## config.mk

```make
export PLATFORM = sky130hd
export DESIGN_NAME = can_node_rate_and_id_setup
export DESIGN_NICKNAME = d
export VERILOG_FILES = /design/src/rtl/can_setup_pkg.sv /design/src/rtl/pulse_timer.sv /design/src/rtl/can_node_rate_and_id_setup.sv
export SDC_FILE = /design/constraint.sdc
export NUM_CORES = 1
export LEC_CHECK = 0
export BUFFER_PORTS_ARGS = -buffer_cell sky130_fd_sc_hd__buf_2
export CAP_MARGIN = 20
export CELL_PAD_IN_SITES_DETAIL_PLACEMENT = 2
export CELL_PAD_IN_SITES_GLOBAL_PLACEMENT = 2
export CORE_MARGIN = 2
export CORE_UTILIZATION = 38
export CTS_CLUSTER_DIAMETER = 60
export CTS_CLUSTER_SIZE = 8
export DETAILED_ROUTE_END_ITERATION = 8
export GPL_TIMING_DRIVEN = 0
export PLACE_DENSITY = 0.81
export SKIP_LAST_GASP = 1
export SYNTH_ARGS = -nofsm -noshare
export SYNTH_HDL_FRONTEND = slang
export SYNTH_SLANG_ARGS = --single-unit
export TNS_END_PERCENT = 50
```

## constraint.sdc

```tcl
create_clock -name pclk -period 3.2 [get_ports pclk]
set_input_delay 0.96 -clock pclk [delete_from_list [all_inputs] [get_ports pclk]]
set_output_delay 0.96 -clock pclk [all_outputs]
set_load 0.05 [all_outputs]
```

## src/rtl/can_setup_pkg.sv

```systemverilog
package can_setup_pkg;

    // clock
    localparam int CLK_PERIOD_NS = 4;

    // straps settle this long after reset release before they are captured
    localparam int STRAP_SETTLE_NS = 1000;
    localparam int STRAP_SETTLE_CYC = (STRAP_SETTLE_NS + CLK_PERIOD_NS - 1) / CLK_PERIOD_NS;

    // led blink half period and per-rate listening window
    localparam int BLINK_HALF_MS = 50;
    localparam int BLINK_HALF_CYC = (BLINK_HALF_MS * 1000000) / CLK_PERIOD_NS;
    localparam int DWELL_MS = 100;
    localparam int DWELL_CYC = (DWELL_MS * 1000000) / CLK_PERIOD_NS;

    // bit rate selection codes
    localparam logic [3:0] RATE_AUTO = 4'h0;
    localparam logic [3:0] RATE_MIN = 4'h1;
    localparam logic [3:0] RATE_MAX = 4'h8;
    localparam logic [3:0] RATE_DEFAULT = 4'h6;

    // node identifier range
    localparam logic [6:0] NODE_ID_MIN = 7'h01;
    localparam logic [6:0] NODE_ID_MAX = 7'h7E;

    // first firmware revision with automatic detection (decimal 3102)
    localparam logic [15:0] FW_AUTO_MIN = 16'h0C1E;

    // register offsets (byte addresses)
    localparam logic [7:0] OFF_STATUS = 8'h00;
    localparam logic [7:0] OFF_IRQ_STATUS = 8'h04;
    localparam logic [7:0] OFF_IRQ_MASK = 8'h08;
    localparam logic [7:0] OFF_DWELL = 8'h0C;

    // status register fields
    localparam int STAT_RATE_LSB = 0;
    localparam int STAT_ID_LSB = 4;
    localparam int STAT_STATE_LSB = 12;
    localparam int STAT_AUTO_BIT = 16;

    // interrupt bits
    localparam int IRQ_W = 4;
    localparam int IRQ_LOCK = 0;
    localparam int IRQ_BOOT = 1;
    localparam int IRQ_ADDR = 2;
    localparam int IRQ_RETRY = 3;
    localparam logic [3:0] IRQ_MASK_RESET = 4'h0;

    typedef enum logic [2:0] {
        ST_SETTLE = 3'b000,
        ST_SELECT = 3'b001,
        ST_DETECT = 3'b011,
        ST_BOOT = 3'b010,
        ST_PREOP = 3'b110,
        ST_ADDR_ERR = 3'b100
    } setup_state_type;

endpackage : can_setup_pkg

```

## src/rtl/pulse_timer.sv

```systemverilog
`timescale 1ns/1ps
module pulse_timer #(
    parameter int unsigned PERIOD = 16
) (
    input wire logic pclk,
    input wire logic presetn,
    output logic tick
);
    logic [31:0] count_ff;
    wire last = (count_ff == PERIOD - 1);
    wire [31:0] nxt_count = last ? 32'h0000_0000 : count_ff + 32'h0000_0001;

    always_ff @(posedge pclk or negedge presetn) begin
        if (!presetn) begin
            count_ff <= 32'h0000_0000;
        end else begin
            count_ff <= nxt_count;
        end
    end

    assign tick = last;
endmodule : pulse_timer

```

## src/rtl/can_node_rate_and_id_setup.sv

```systemverilog
`timescale 1ns/1ps
module can_node_rate_and_id_setup
    import can_setup_pkg::*;
#(
    parameter int unsigned BLINK_CYCLES = BLINK_HALF_CYC,
    parameter logic [31:0] DWELL_RESET = DWELL_CYC
) (
    input wire logic pclk,
    input wire logic presetn,
    input wire logic psel,
    input wire logic penable,
    input wire logic pwrite,
    input wire logic [7:0] paddr,
    input wire logic [31:0] pwdata,
    output logic [31:0] prdata,
    output logic pready,
    output logic pslverr,
    output logic irq,
    input wire logic [3:0] bit_rate_select,
    input wire logic [6:0] node_id_select,
    input wire logic [15:0] fw_revision,
    input wire logic rx_frame_ok,
    input wire logic rx_frame_err,
    input wire logic boot_tx_ready,
    output logic [3:0] bit_rate_code,
    output logic listen_only,
    output logic tx_enable,
    output logic boot_tx_valid,
    output logic [6:0] boot_tx_node_id,
    output logic preop_state,
    output logic run_led,
    output logic fault_led,
    output logic address_error_display
);

    function automatic logic id_valid(input logic [6:0] id);
        id_valid = (id >= NODE_ID_MIN) && (id <= NODE_ID_MAX);
    endfunction : id_valid

    function automatic logic rate_manual(input logic [3:0] code);
        rate_manual = (code >= RATE_MIN) && (code <= RATE_MAX);
    endfunction : rate_manual

    // pin synchronisers; straps are static, so a per-bit two-flop is enough
    logic [26:0] pin_meta_ff;
    logic [26:0] pin_sync_ff;
    always_ff @(posedge pclk or negedge presetn) begin
        if (!presetn) begin
            pin_meta_ff <= 27'h000_0000;
            pin_sync_ff <= 27'h000_0000;
        end else begin
            pin_meta_ff <= {fw_revision, node_id_select, bit_rate_select};
            pin_sync_ff <= pin_meta_ff;
        end
    end
    wire [3:0] sel_sync = pin_sync_ff[3:0];
    wire [6:0] id_sync = pin_sync_ff[10:4];
    wire [15:0] rev_sync = pin_sync_ff[26:11];

    setup_state_type state_ff;
    setup_state_type nxt_state;
    logic [7:0] settle_ff;
    logic [3:0] rate_ff;
    logic [3:0] nxt_rate;
    logic [6:0] node_id_ff;
    logic auto_ff;
    logic [31:0] dwell_cnt_ff;
    logic [31:0] dwell_ff;
    logic phase_ff;
    logic [IRQ_W-1:0] irq_stat_ff;
    logic [IRQ_W-1:0] irq_mask_ff;
    logic [31:0] prdata_ff;
    logic pslverr_ff;
    logic blink_tick;

    pulse_timer #(
        .PERIOD(BLINK_CYCLES)
    ) u_blink (
        .pclk(pclk),
        .presetn(presetn),
        .tick(blink_tick)
    );

    // straps are sampled exactly once, in the select state
    wire settle_done = (settle_ff == STRAP_SETTLE_CYC[7:0]);
    wire in_select = (state_ff == ST_SELECT);
    wire in_detect = (state_ff == ST_DETECT);
    wire auto_allowed = (rev_sync >= FW_AUTO_MIN);
    wire want_auto = (sel_sync == RATE_AUTO) && auto_allowed;
    wire [3:0] fixed_rate = rate_manual(sel_sync) ? sel_sync : RATE_DEFAULT;
    wire dwell_over = (dwell_cnt_ff >= dwell_ff);
    wire lock_ev = in_detect && rx_frame_ok;
    wire retry_ev = in_detect && !rx_frame_ok && (rx_frame_err || dwell_over);
    wire [3:0] rate_next_try = (rate_ff == RATE_MAX) ? RATE_MIN : rate_ff + 4'h1;
    wire boot_done = (state_ff == ST_BOOT) && boot_tx_ready;
    wire addr_ev = in_select && !id_valid(id_sync);

    always_comb begin
        nxt_state = state_ff;
        nxt_rate = rate_ff;
        unique case (state_ff)
            ST_SETTLE: begin
                if (settle_done) begin
                    nxt_state = ST_SELECT;
                end
            end
            ST_SELECT: begin
                if (!id_valid(id_sync)) begin
                    nxt_state = ST_ADDR_ERR;
                end else if (want_auto) begin
                    nxt_state = ST_DETECT;
                    nxt_rate = RATE_MIN;
                end else begin
                    nxt_state = ST_BOOT;
                    nxt_rate = fixed_rate;
                end
            end
            ST_DETECT: begin
                if (lock_ev) begin
                    nxt_state = ST_BOOT;
                end else if (retry_ev) begin
                    nxt_rate = rate_next_try;
                end
            end
            ST_BOOT: begin
                if (boot_tx_ready) begin
                    nxt_state = ST_PREOP;
                end
            end
            ST_PREOP: begin
                nxt_state = ST_PREOP;
            end
            ST_ADDR_ERR: begin
                nxt_state = ST_ADDR_ERR;
            end
            default: begin
                nxt_state = ST_SETTLE;
            end
        endcase
    end

    // state, rate and settle count are cleared on every reset; rate is then loaded only in select and detect
    always_ff @(posedge pclk or negedge presetn) begin
        if (!presetn) begin
            state_ff <= ST_SETTLE;
            rate_ff <= RATE_AUTO;
            settle_ff <= 8'h00;
        end else begin
            state_ff <= nxt_state;
            rate_ff <= nxt_rate;
            settle_ff <= settle_done ? settle_ff : settle_ff + 8'h01;
        end
    end

    always_ff @(posedge pclk or negedge presetn) begin
        if (!presetn) begin
            node_id_ff <= 7'h00;
            auto_ff <= 1'b0;
        end else if (in_select) begin
            node_id_ff <= id_sync;
            auto_ff <= want_auto;
        end
    end

    always_ff @(posedge pclk or negedge presetn) begin
        if (!presetn) begin
            dwell_cnt_ff <= 32'h0000_0000;
        end else if (!in_detect || retry_ev) begin
            dwell_cnt_ff <= 32'h0000_0000;
        end else begin
            dwell_cnt_ff <= dwell_cnt_ff + 32'h0000_0001;
        end
    end

    always_ff @(posedge pclk or negedge presetn) begin
        if (!presetn) begin
            phase_ff <= 1'b0;
        end else if (blink_tick) begin
            phase_ff <= !phase_ff;
        end
    end

    // link side outputs
    assign bit_rate_code = rate_ff;
    assign listen_only = in_detect;
    assign tx_enable = (state_ff == ST_BOOT) || (state_ff == ST_PREOP);
    assign boot_tx_valid = (state_ff == ST_BOOT);
    assign boot_tx_node_id = node_id_ff;
    assign preop_state = (state_ff == ST_PREOP);
    assign address_error_display = (state_ff == ST_ADDR_ERR);
    assign run_led = in_detect ? phase_ff : preop_state;
    assign fault_led = (in_detect || address_error_display) && !phase_ff;

    // apb slave, zero wait states
    wire apb_setup = psel && !penable;
    wire apb_wr = psel && penable && pwrite;
    wire hit_status = (paddr == OFF_STATUS);
    wire hit_istat = (paddr == OFF_IRQ_STATUS);
    wire hit_imask = (paddr == OFF_IRQ_MASK);
    wire hit_dwell = (paddr == OFF_DWELL);
    wire hit_any = hit_status || hit_istat || hit_imask || hit_dwell;

    wire [31:0] status_word = {15'h0000, auto_ff, 1'b0, state_ff, 1'b0, node_id_ff, rate_ff};
    wire [31:0] rd_mux = hit_status ? status_word :
                         hit_istat ? {28'h000_0000, irq_stat_ff} :
                         hit_imask ? {28'h000_0000, irq_mask_ff} :
                         hit_dwell ? dwell_ff : 32'h0000_0000;

    always_ff @(posedge pclk or negedge presetn) begin
        if (!presetn) begin
            prdata_ff <= 32'h0000_0000;
            pslverr_ff <= 1'b0;
        end else if (apb_setup) begin
            prdata_ff <= pwrite ? 32'h0000_0000 : rd_mux;
            pslverr_ff <= !hit_any;
        end
    end

    assign prdata = prdata_ff;
    assign pready = 1'b1;
    assign pslverr = psel && penable && pslverr_ff;

    always_ff @(posedge pclk or negedge presetn) begin
        if (!presetn) begin
            irq_mask_ff <= IRQ_MASK_RESET;
            dwell_ff <= DWELL_RESET;
        end else if (apb_wr) begin
            if (hit_imask) begin
                irq_mask_ff <= pwdata[IRQ_W-1:0];
            end
            if (hit_dwell) begin
                dwell_ff <= pwdata;
            end
        end
    end

    // a new event in the clearing cycle survives the write-one-to-clear
    wire [IRQ_W-1:0] irq_events = {retry_ev, addr_ev, boot_done, lock_ev};
    wire [IRQ_W-1:0] irq_clear = (apb_wr && hit_istat) ? pwdata[IRQ_W-1:0] : 4'h0;
    wire [IRQ_W-1:0] nxt_irq_stat = (irq_stat_ff & ~irq_clear) | irq_events;

    always_ff @(posedge pclk or negedge presetn) begin
        if (!presetn) begin
            irq_stat_ff <= 4'h0;
        end else begin
            irq_stat_ff <= nxt_irq_stat;
        end
    end

    assign irq = |(irq_stat_ff & irq_mask_ff);
endmodule : can_node_rate_and_id_setup

```

==> flow_metrics.tcl, run 1 <==
set metrics [dict create \
    die_h_um 161 \
    arrival_ns 2.16 \
    vias 6843 \
    fillers 2503 \
    clock-root-buffer "clkbuf_16" \
    setup_violations 0 \
    syn_area_mm2 0.00934 \
    grt_pass1_wl_mm 43.9 \
    synthCells 804 \
    die_area_mm2 0.0259 \
    fin_setup_tns_ns 0 \
    dp_hpwl_mm 19.2 \
    hold_path_class "register to register" \
    grt_max_degree 123 \
    finalMaxSlewViolations 0 \
    finClkSkew_ns 0.0262 \
    drtIter0Drc 285 \
    vdd_drop_max_mv 0.416 \
    drt.antenna.violating_nets 0 \
    p_leak_nw 5.43 \
    synth_cell_type_count 61 \
    path_common_cell "buf_4" \
    synth_top_area_share_pct 53.8 \
    rsz0062_at_grt "yes" \
    die_w_um 161 \
    antenna_found_initial 0 \
    setup_ws_ns 0.0752 \
    antenna_cells 0 \
    placedCellCount 1253 \
    drt-total-wl_mm 27.2 \
    io_buffers 123 \
    crit_type "register to output port" \
    clockBufferDepth 3 \
    cts_buffers 34 \
    worstPathCellList "nand2_1 > or2_1 > inv_2 > buf_4 > o21ba_2 > buf_4" \
    routedWlPerCell_um 20.8 \
    worstPathRequired_ns 2.24 \
    yosys_most_used_dff "dfrtp_1" \
    layout_common_cells "198 x dfrtp_1, 127 x buf_2, 63 x nand2_1, 59 x inv_1" \
    start_util_pct 38.5 \
    postPlaceCellArea_mm2 0.0104 \
    syn_avg_cell_area_um2 11.6 \
    fmax_ghz 0.320 \
    final_cells 1308 \
    via_per_inst 5.23 \
    track_usage_pct 21.7 \
    async_flop_share_pct 100 \
    clock-sinks 213 \
    critPathLaunchType "register" \
    fin_nets 1079 \
    max_stage_delay_ns 0.48 \
    yosys_warnings 0 \
    layout_commonest_cell "dfrtp_1" \
    core_area_mm2 0.0242 \
    relSlewSlack_pct 37.6 \
    yosysSeqAreaShare_pct 57.2 \
    dr.pass1.iters 5 \
    period_share_pct 97.6 \
    synth_nets 917 \
    endpoint_kind "output port" \
    slowest_stage "dfrtp_2" \
    rows 57 \
    io_pins 128 \
    syn2layout_area_growth_pct 22.7 \
    design_area_mm2 0.0115 \
    status "finished, final reports clean" \
    synth_edf_count 0 \
    clk_pin_slew_worst_paths_ns 0.05 \
    finalCriticalPeriod_ns 3.12 \
    hold_viol 0 \
    cts_tree "yes" \
    drive_above_1_share_pct 26.0 \
    grt-ovfl-total 0 \
    yosys_register_bits 213 \
    first_global_vias 8033 \
    place_ws_ns -0.188 \
    tightest_slew_ns 0.929 \
    cts_max_level 2 \
    finalWeightedCongestion 0.796 \
    clkLatencyLatePin_ns 0.53 \
    synth_top_cell_by_area "dfrtp_1" \
    cap_violations 0 \
    powerDensity_mw_per_mm2 555 \
    synth_area_leaders "dfrtp_1 54%, mux2_2 5.3%, ha_1 5.1%, xnor2_1 4.2%, dfstp_2 3.4%" \
    drcViolationCount 0 \
    path_max_fanout 10 \
]
==> per-stage QoR <==
| stage | util (%) | hold slack, ns | total power [W] |
|---|---|---|---|
| finish | 47.3 | 0.338 | 0.00636 |
| detailed placement | 42.9 | 0.336 | 0.00304 |
| global route | 47.3 | 0.351 | 0.00658 |
| CTS | 47.2 | 0.338 | 0.00644 |
| global placement | 42.7 | 0.331 | 0.00302 |
| floorplan | - | 0.331 | 0.00288 |
==> timing repair <==
item	CTS	global route
gates cloned	0	0
buffers inserted	0	2
hold buffers	0	0
endpoints found under the setup margin	5	33
resized for setup	8	2
==> synthesized netlist by cell type (all sizes together), types with 2 or more instances <==
library cell,count
a21o,4
a21oi,22
a222oi,11
a22o,19
a22oi,2
a31oi,2
a32o,5
and2,2
and3,11
and4,7
buf,11
clkbuf,14
dfrtp,201
dfstp,12
ha,38
inv,60
mux2,48
mux2i,5
nand2,63
nand2b,3
nand3,27
nand3b,2
nand4,17
nor2,46
nor2b,4
nor3,44
nor4,11
nor4b,2
o211ai,6
o21a,2
o21ai,17
or2,2
or3,3
or4,3
xnor2,45
xor2,21
==> critical path, delay by kind of cell, from the launching register on <==
family | cells | cell delay (ns)
buf+inv | 3 | 0.57
simple gates | 2 | 0.43
compound gates | 1 | 0.17
flops | 1 | 0.48
==> power by group <==
| group | internal (W) | leakage [nW] | switching (W) | total [W] |
|---|---|---|---|---|
| Clock | 0.00203 | 0.486 | 0.00134 | 0.00337 |
| Combinational | 0.0000742 | 2.18 | 0.000151 | 0.000225 |
| Sequential | 0.00274 | 2.76 | 0.0000240 | 0.00277 |
==> layer usage <==
layer,vias to the layer above,global-route usage [%],wire length [um]
li1,3134,-,-
met4,0,8.00,839
met5,-,0,0
met1,3521,26.3,11200
met3,53,3.56,939
met2,135,39.0,14300
==> registers in the layout, indices dropped and copies added, names as in the netlist, 4 cells and up <==
name              cells
bit_rate_code         4
boot_tx_node_id       7
dwell_cnt_ff         32
dwell_ff             32
irq_mask_ff           4
irq_stat_ff           4
pin_meta_ff          26
pin_sync_ff          26
prdata               32
settle_ff             8
u_blink.count_ff     32
==> kinds of logic after synthesis <==
kind of cell	after synthesis	synth area share, %
adders and majority gates	38	5.09
xor gates and xnor gates	66	6.19
buffers and inverters	85	3.55
AOI/OAI and AO/OA	100	7.89
muxes	53	6.48
DFF	213	57.2
and+or+nand+nor	248	13.5
other	1	0.0401
==> worst paths after layout <==
path | startpoint | end | slack (ns) | cells after the start
setup / recovery | state_ff[1] | fault_led | 0.08 | 6
min in group asynchronous | presetn | pin_meta_ff[3] | 0.44 | 1
setup reg to reg | dwell_cnt_ff[31] | dwell_cnt_ff[7] | 0.19 | 8
hold / removal | pin_meta_ff[18] | pin_sync_ff[18] | 0.34 | 0
hold reg to reg | pin_meta_ff[18] | pin_sync_ff[18] | 0.34 | 0
max in group asynchronous | presetn | prdata[16] | 1.74 | 2
==> area by class of cell <==
class | count | area [um2] | share of cell area (%)
timing repair buffer | 127 | 681 | 5.94
tap | 324 | 405 | 3.54
clock inverter | 5 | 96.3 | 0.840
multi-input combinational | 506 | 3670 | 32.0
clock buffer | 49 | 927 | 8.09
sequential | 213 | 5350 | 46.7
inverter | 60 | 225 | 1.96
buffer | 24 | 106 | 0.928
No activity file was read; power rests on OpenSTA's default activity.
==> inputs of run 2 (changes only) <==
Settings changed: ABC_AREA set to 1, CORE_MARGIN 2 to 5, CORE_UTILIZATION 38 to 36, PLACE_DENSITY 0.81 to 0.83, TNS_END_PERCENT 50 to unset.
==> flow_metrics.tcl, run 2 <==
set metrics [dict create \
    status "finished, final reports clean" \
    cts_buffers 31 \
    synth_top_cell_by_area "dfrtp_1" \
    relSlewSlack_pct 46.0 \
    cap_violations 0 \
    yosysSeqAreaShare_pct 53.0 \
    vdd_drop_max_mv 0.412 \
    synth_top_area_share_pct 49.8 \
    endpoint_kind "output port" \
    drt-total-wl_mm 33.6 \
    via_per_inst 4.98 \
    fin_util_pct 44.0 \
    syn_avg_cell_area_um2 8.87 \
    powerDensity_mw_per_mm2 505 \
    finClkSkew_ns 0.0283 \
    track_usage_pct 21.7 \
    crit_type "register to output port" \
    synth_nets 1251 \
    placedCellCount 1642 \
    yosys_most_used_dff "dfrtp_1" \
    core_area_mm2 0.0277 \
    syn_area_mm2 0.0101 \
    worstPathCellList "nor2_1 > inv_2 > nor2_1 > buf_4 > nand2_1 > o21ai_1 > buf_2" \
    die_w_um 177 \
    synth_most_common_cell "nand2_1" \
    path_common_cell "nor2_1" \
    cts_hold_buffers 0 \
    routedWlPerCell_um 19.7 \
    synthCells 1138 \
    synth_area_leaders "dfrtp_1 50%, nand2_1 7.9%, inv_1 5.9%, nor2_1 5.1%, ha_1 4.7%" \
    path_max_fanout 10 \
    io_buffers 125 \
    synth_cell_type_count 43 \
    grt_max_degree 118 \
    synth_commonest_cells "213 x nand2_1, 201 x dfrtp_1, 159 x inv_1" \
    drive_above_1_share_pct 17.8 \
    antenna_found_initial 3 \
    drt.antenna.violating_nets 0 \
    die_h_um 177 \
    p_leak_nw 5.98 \
    die_area_mm2 0.0315 \
    power.total_w 0.00615 \
    yosys_register_bits 213 \
    clock-sinks 213 \
    post_cts_resized 0 \
    finalMaxSlewViolations 0 \
    arrival_ns 2.08 \
    async_flop_share_pct 100 \
    clockBufferDepth 3 \
    clkLatencyLatePin_ns 0.57 \
    critPathLaunchType "register" \
    dr.pass1.iters 4 \
    finalCriticalPeriod_ns 3.04 \
    layout_common_cells "213 x nand2_1, 201 x dfrtp_1, 159 x inv_1, 136 x nor2_1, 127 x buf_2" \
    rows 61 \
    drcViolationCount 0 \
    synth_edf_count 0 \
    clk_pin_slew_worst_paths_ns 0.06 \
    cts_max_level 1 \
    fin_nets 1410 \
    cts_tree "yes" \
    cts_setup_buffers 0 \
    hold_viol 0 \
    grt_pass1_wl_mm 54.0 \
    finalWeightedCongestion 0.863 \
    setup_violations 0 \
    fin_setup_tns_ns 0 \
    timing.hold.ws_ns 0.337 \
    vias 8469 \
    fmax_ghz 0.329 \
    layout_commonest_cell "nand2_1" \
    first_global_vias 9845 \
    start_util_pct 36.4 \
    final_cells 1702 \
    period_share_pct 95.0 \
    hold_path_class "register to register" \
    tightest_slew_ns 0.811 \
    grt-ovfl-total 0 \
    rsz0062_at_grt "no" \
    dp_hpwl_mm 24.6 \
    syn2layout_area_growth_pct 20.7 \
    worstPathRequired_ns 2.24 \
    clock-root-buffer "clkbuf_16" \
    io_pins 128 \
    max_stage_delay_ns 0.46 \
    yosys_warnings 0 \
    slowest_stage "dfrtp_1" \
    drtIter0Drc 307 \
]
==> run 2: cell count changes in the layout (fill, tap and decap cells not counted), sizes merged, moves of 33 or more <==
cell / before / now
nand2: 63 / 225
nor2: 46 / 154
inv: 61 / 166
mux2: 48 / 0
a21oi: 22 / 57
o21ai: 17 / 50
==> run 2: cell families (layout without fill, tap and decap cells) <==
family	Yosys count	count (layout)	synth area share, %
buf+inv	182	366	6.99
simple gates	523	523	23.7
fa+ha+maj	38	38	4.71
xor+xnor	48	48	4.17
other cells	1	3	0.0372
compound gates	133	133	7.45
flops	213	213	53.0
==> run 2: report_power, final <==
group / internal [W] / switching [W] / leakage (nW)
logic: 0.0000573 / 0.000133 / 2.84
registers: 0.00274 / 0.0000200 / 2.69
clock network: 0.00196 / 0.00124 / 0.454
total: 0.00476 / 0.00139 / 5.98
==> run 2: area by class of cell <==
type	count	area [um2]
clock inverter	2	50.0
multi-input combinational	743	4040
clock buffer	56	900
buffer	17	86.3
fill	3094	15500
antenna	2	5.00
timing repair buffer	126	663
inverter	165	619
sequential	213	5350
tap	378	473
==> run 2: worst max-delay path, delay by kind of cell (launching register included) <==
| kind | cells | cell delay, ns |
|---|---|---|
| buf+inv | 3 | 0.59 |
| flops | 1 | 0.46 |
| simple gates | 3 | 0.39 |
| compound gates | 1 | 0.07 |
==> run 2: worst paths after layout <==
kind	startpoint	end	slack (ns)	cells after the start
min in group asynchronous	presetn	dwell_ff[9]	0.43	1
max reg2reg	dwell_ff[14]	dwell_cnt_ff[0]	0.74	14
max	state_ff[2]	run_led	0.16	7
max in group asynchronous	presetn	u_blink.count_ff[18]	1.70	2
min reg2reg	pin_meta_ff[25]	pin_sync_ff[25]	0.34	0
min	pin_meta_ff[25]	pin_sync_ff[25]	0.34	0
==> run 2: layer usage <==
metal	GRT usage [%]	wire, um
met1	25.0	13400
met2	42.1	18400
met3	3.30	1210
met4	4.64	531
met5	0	7
==> run 2: metrics by stage <==
| stage | instance area (um2) | setup WS, ns |
|---|---|---|
| floorplan | 10100 | 0.0952 |
| detailed placement | 11200 | 0.405 |
| global route | 12200 | 0.0106 |
| finish | 12200 | 0.161 |
| global placement | 11200 | -2.57 |
| CTS | 12200 | 0.124 |
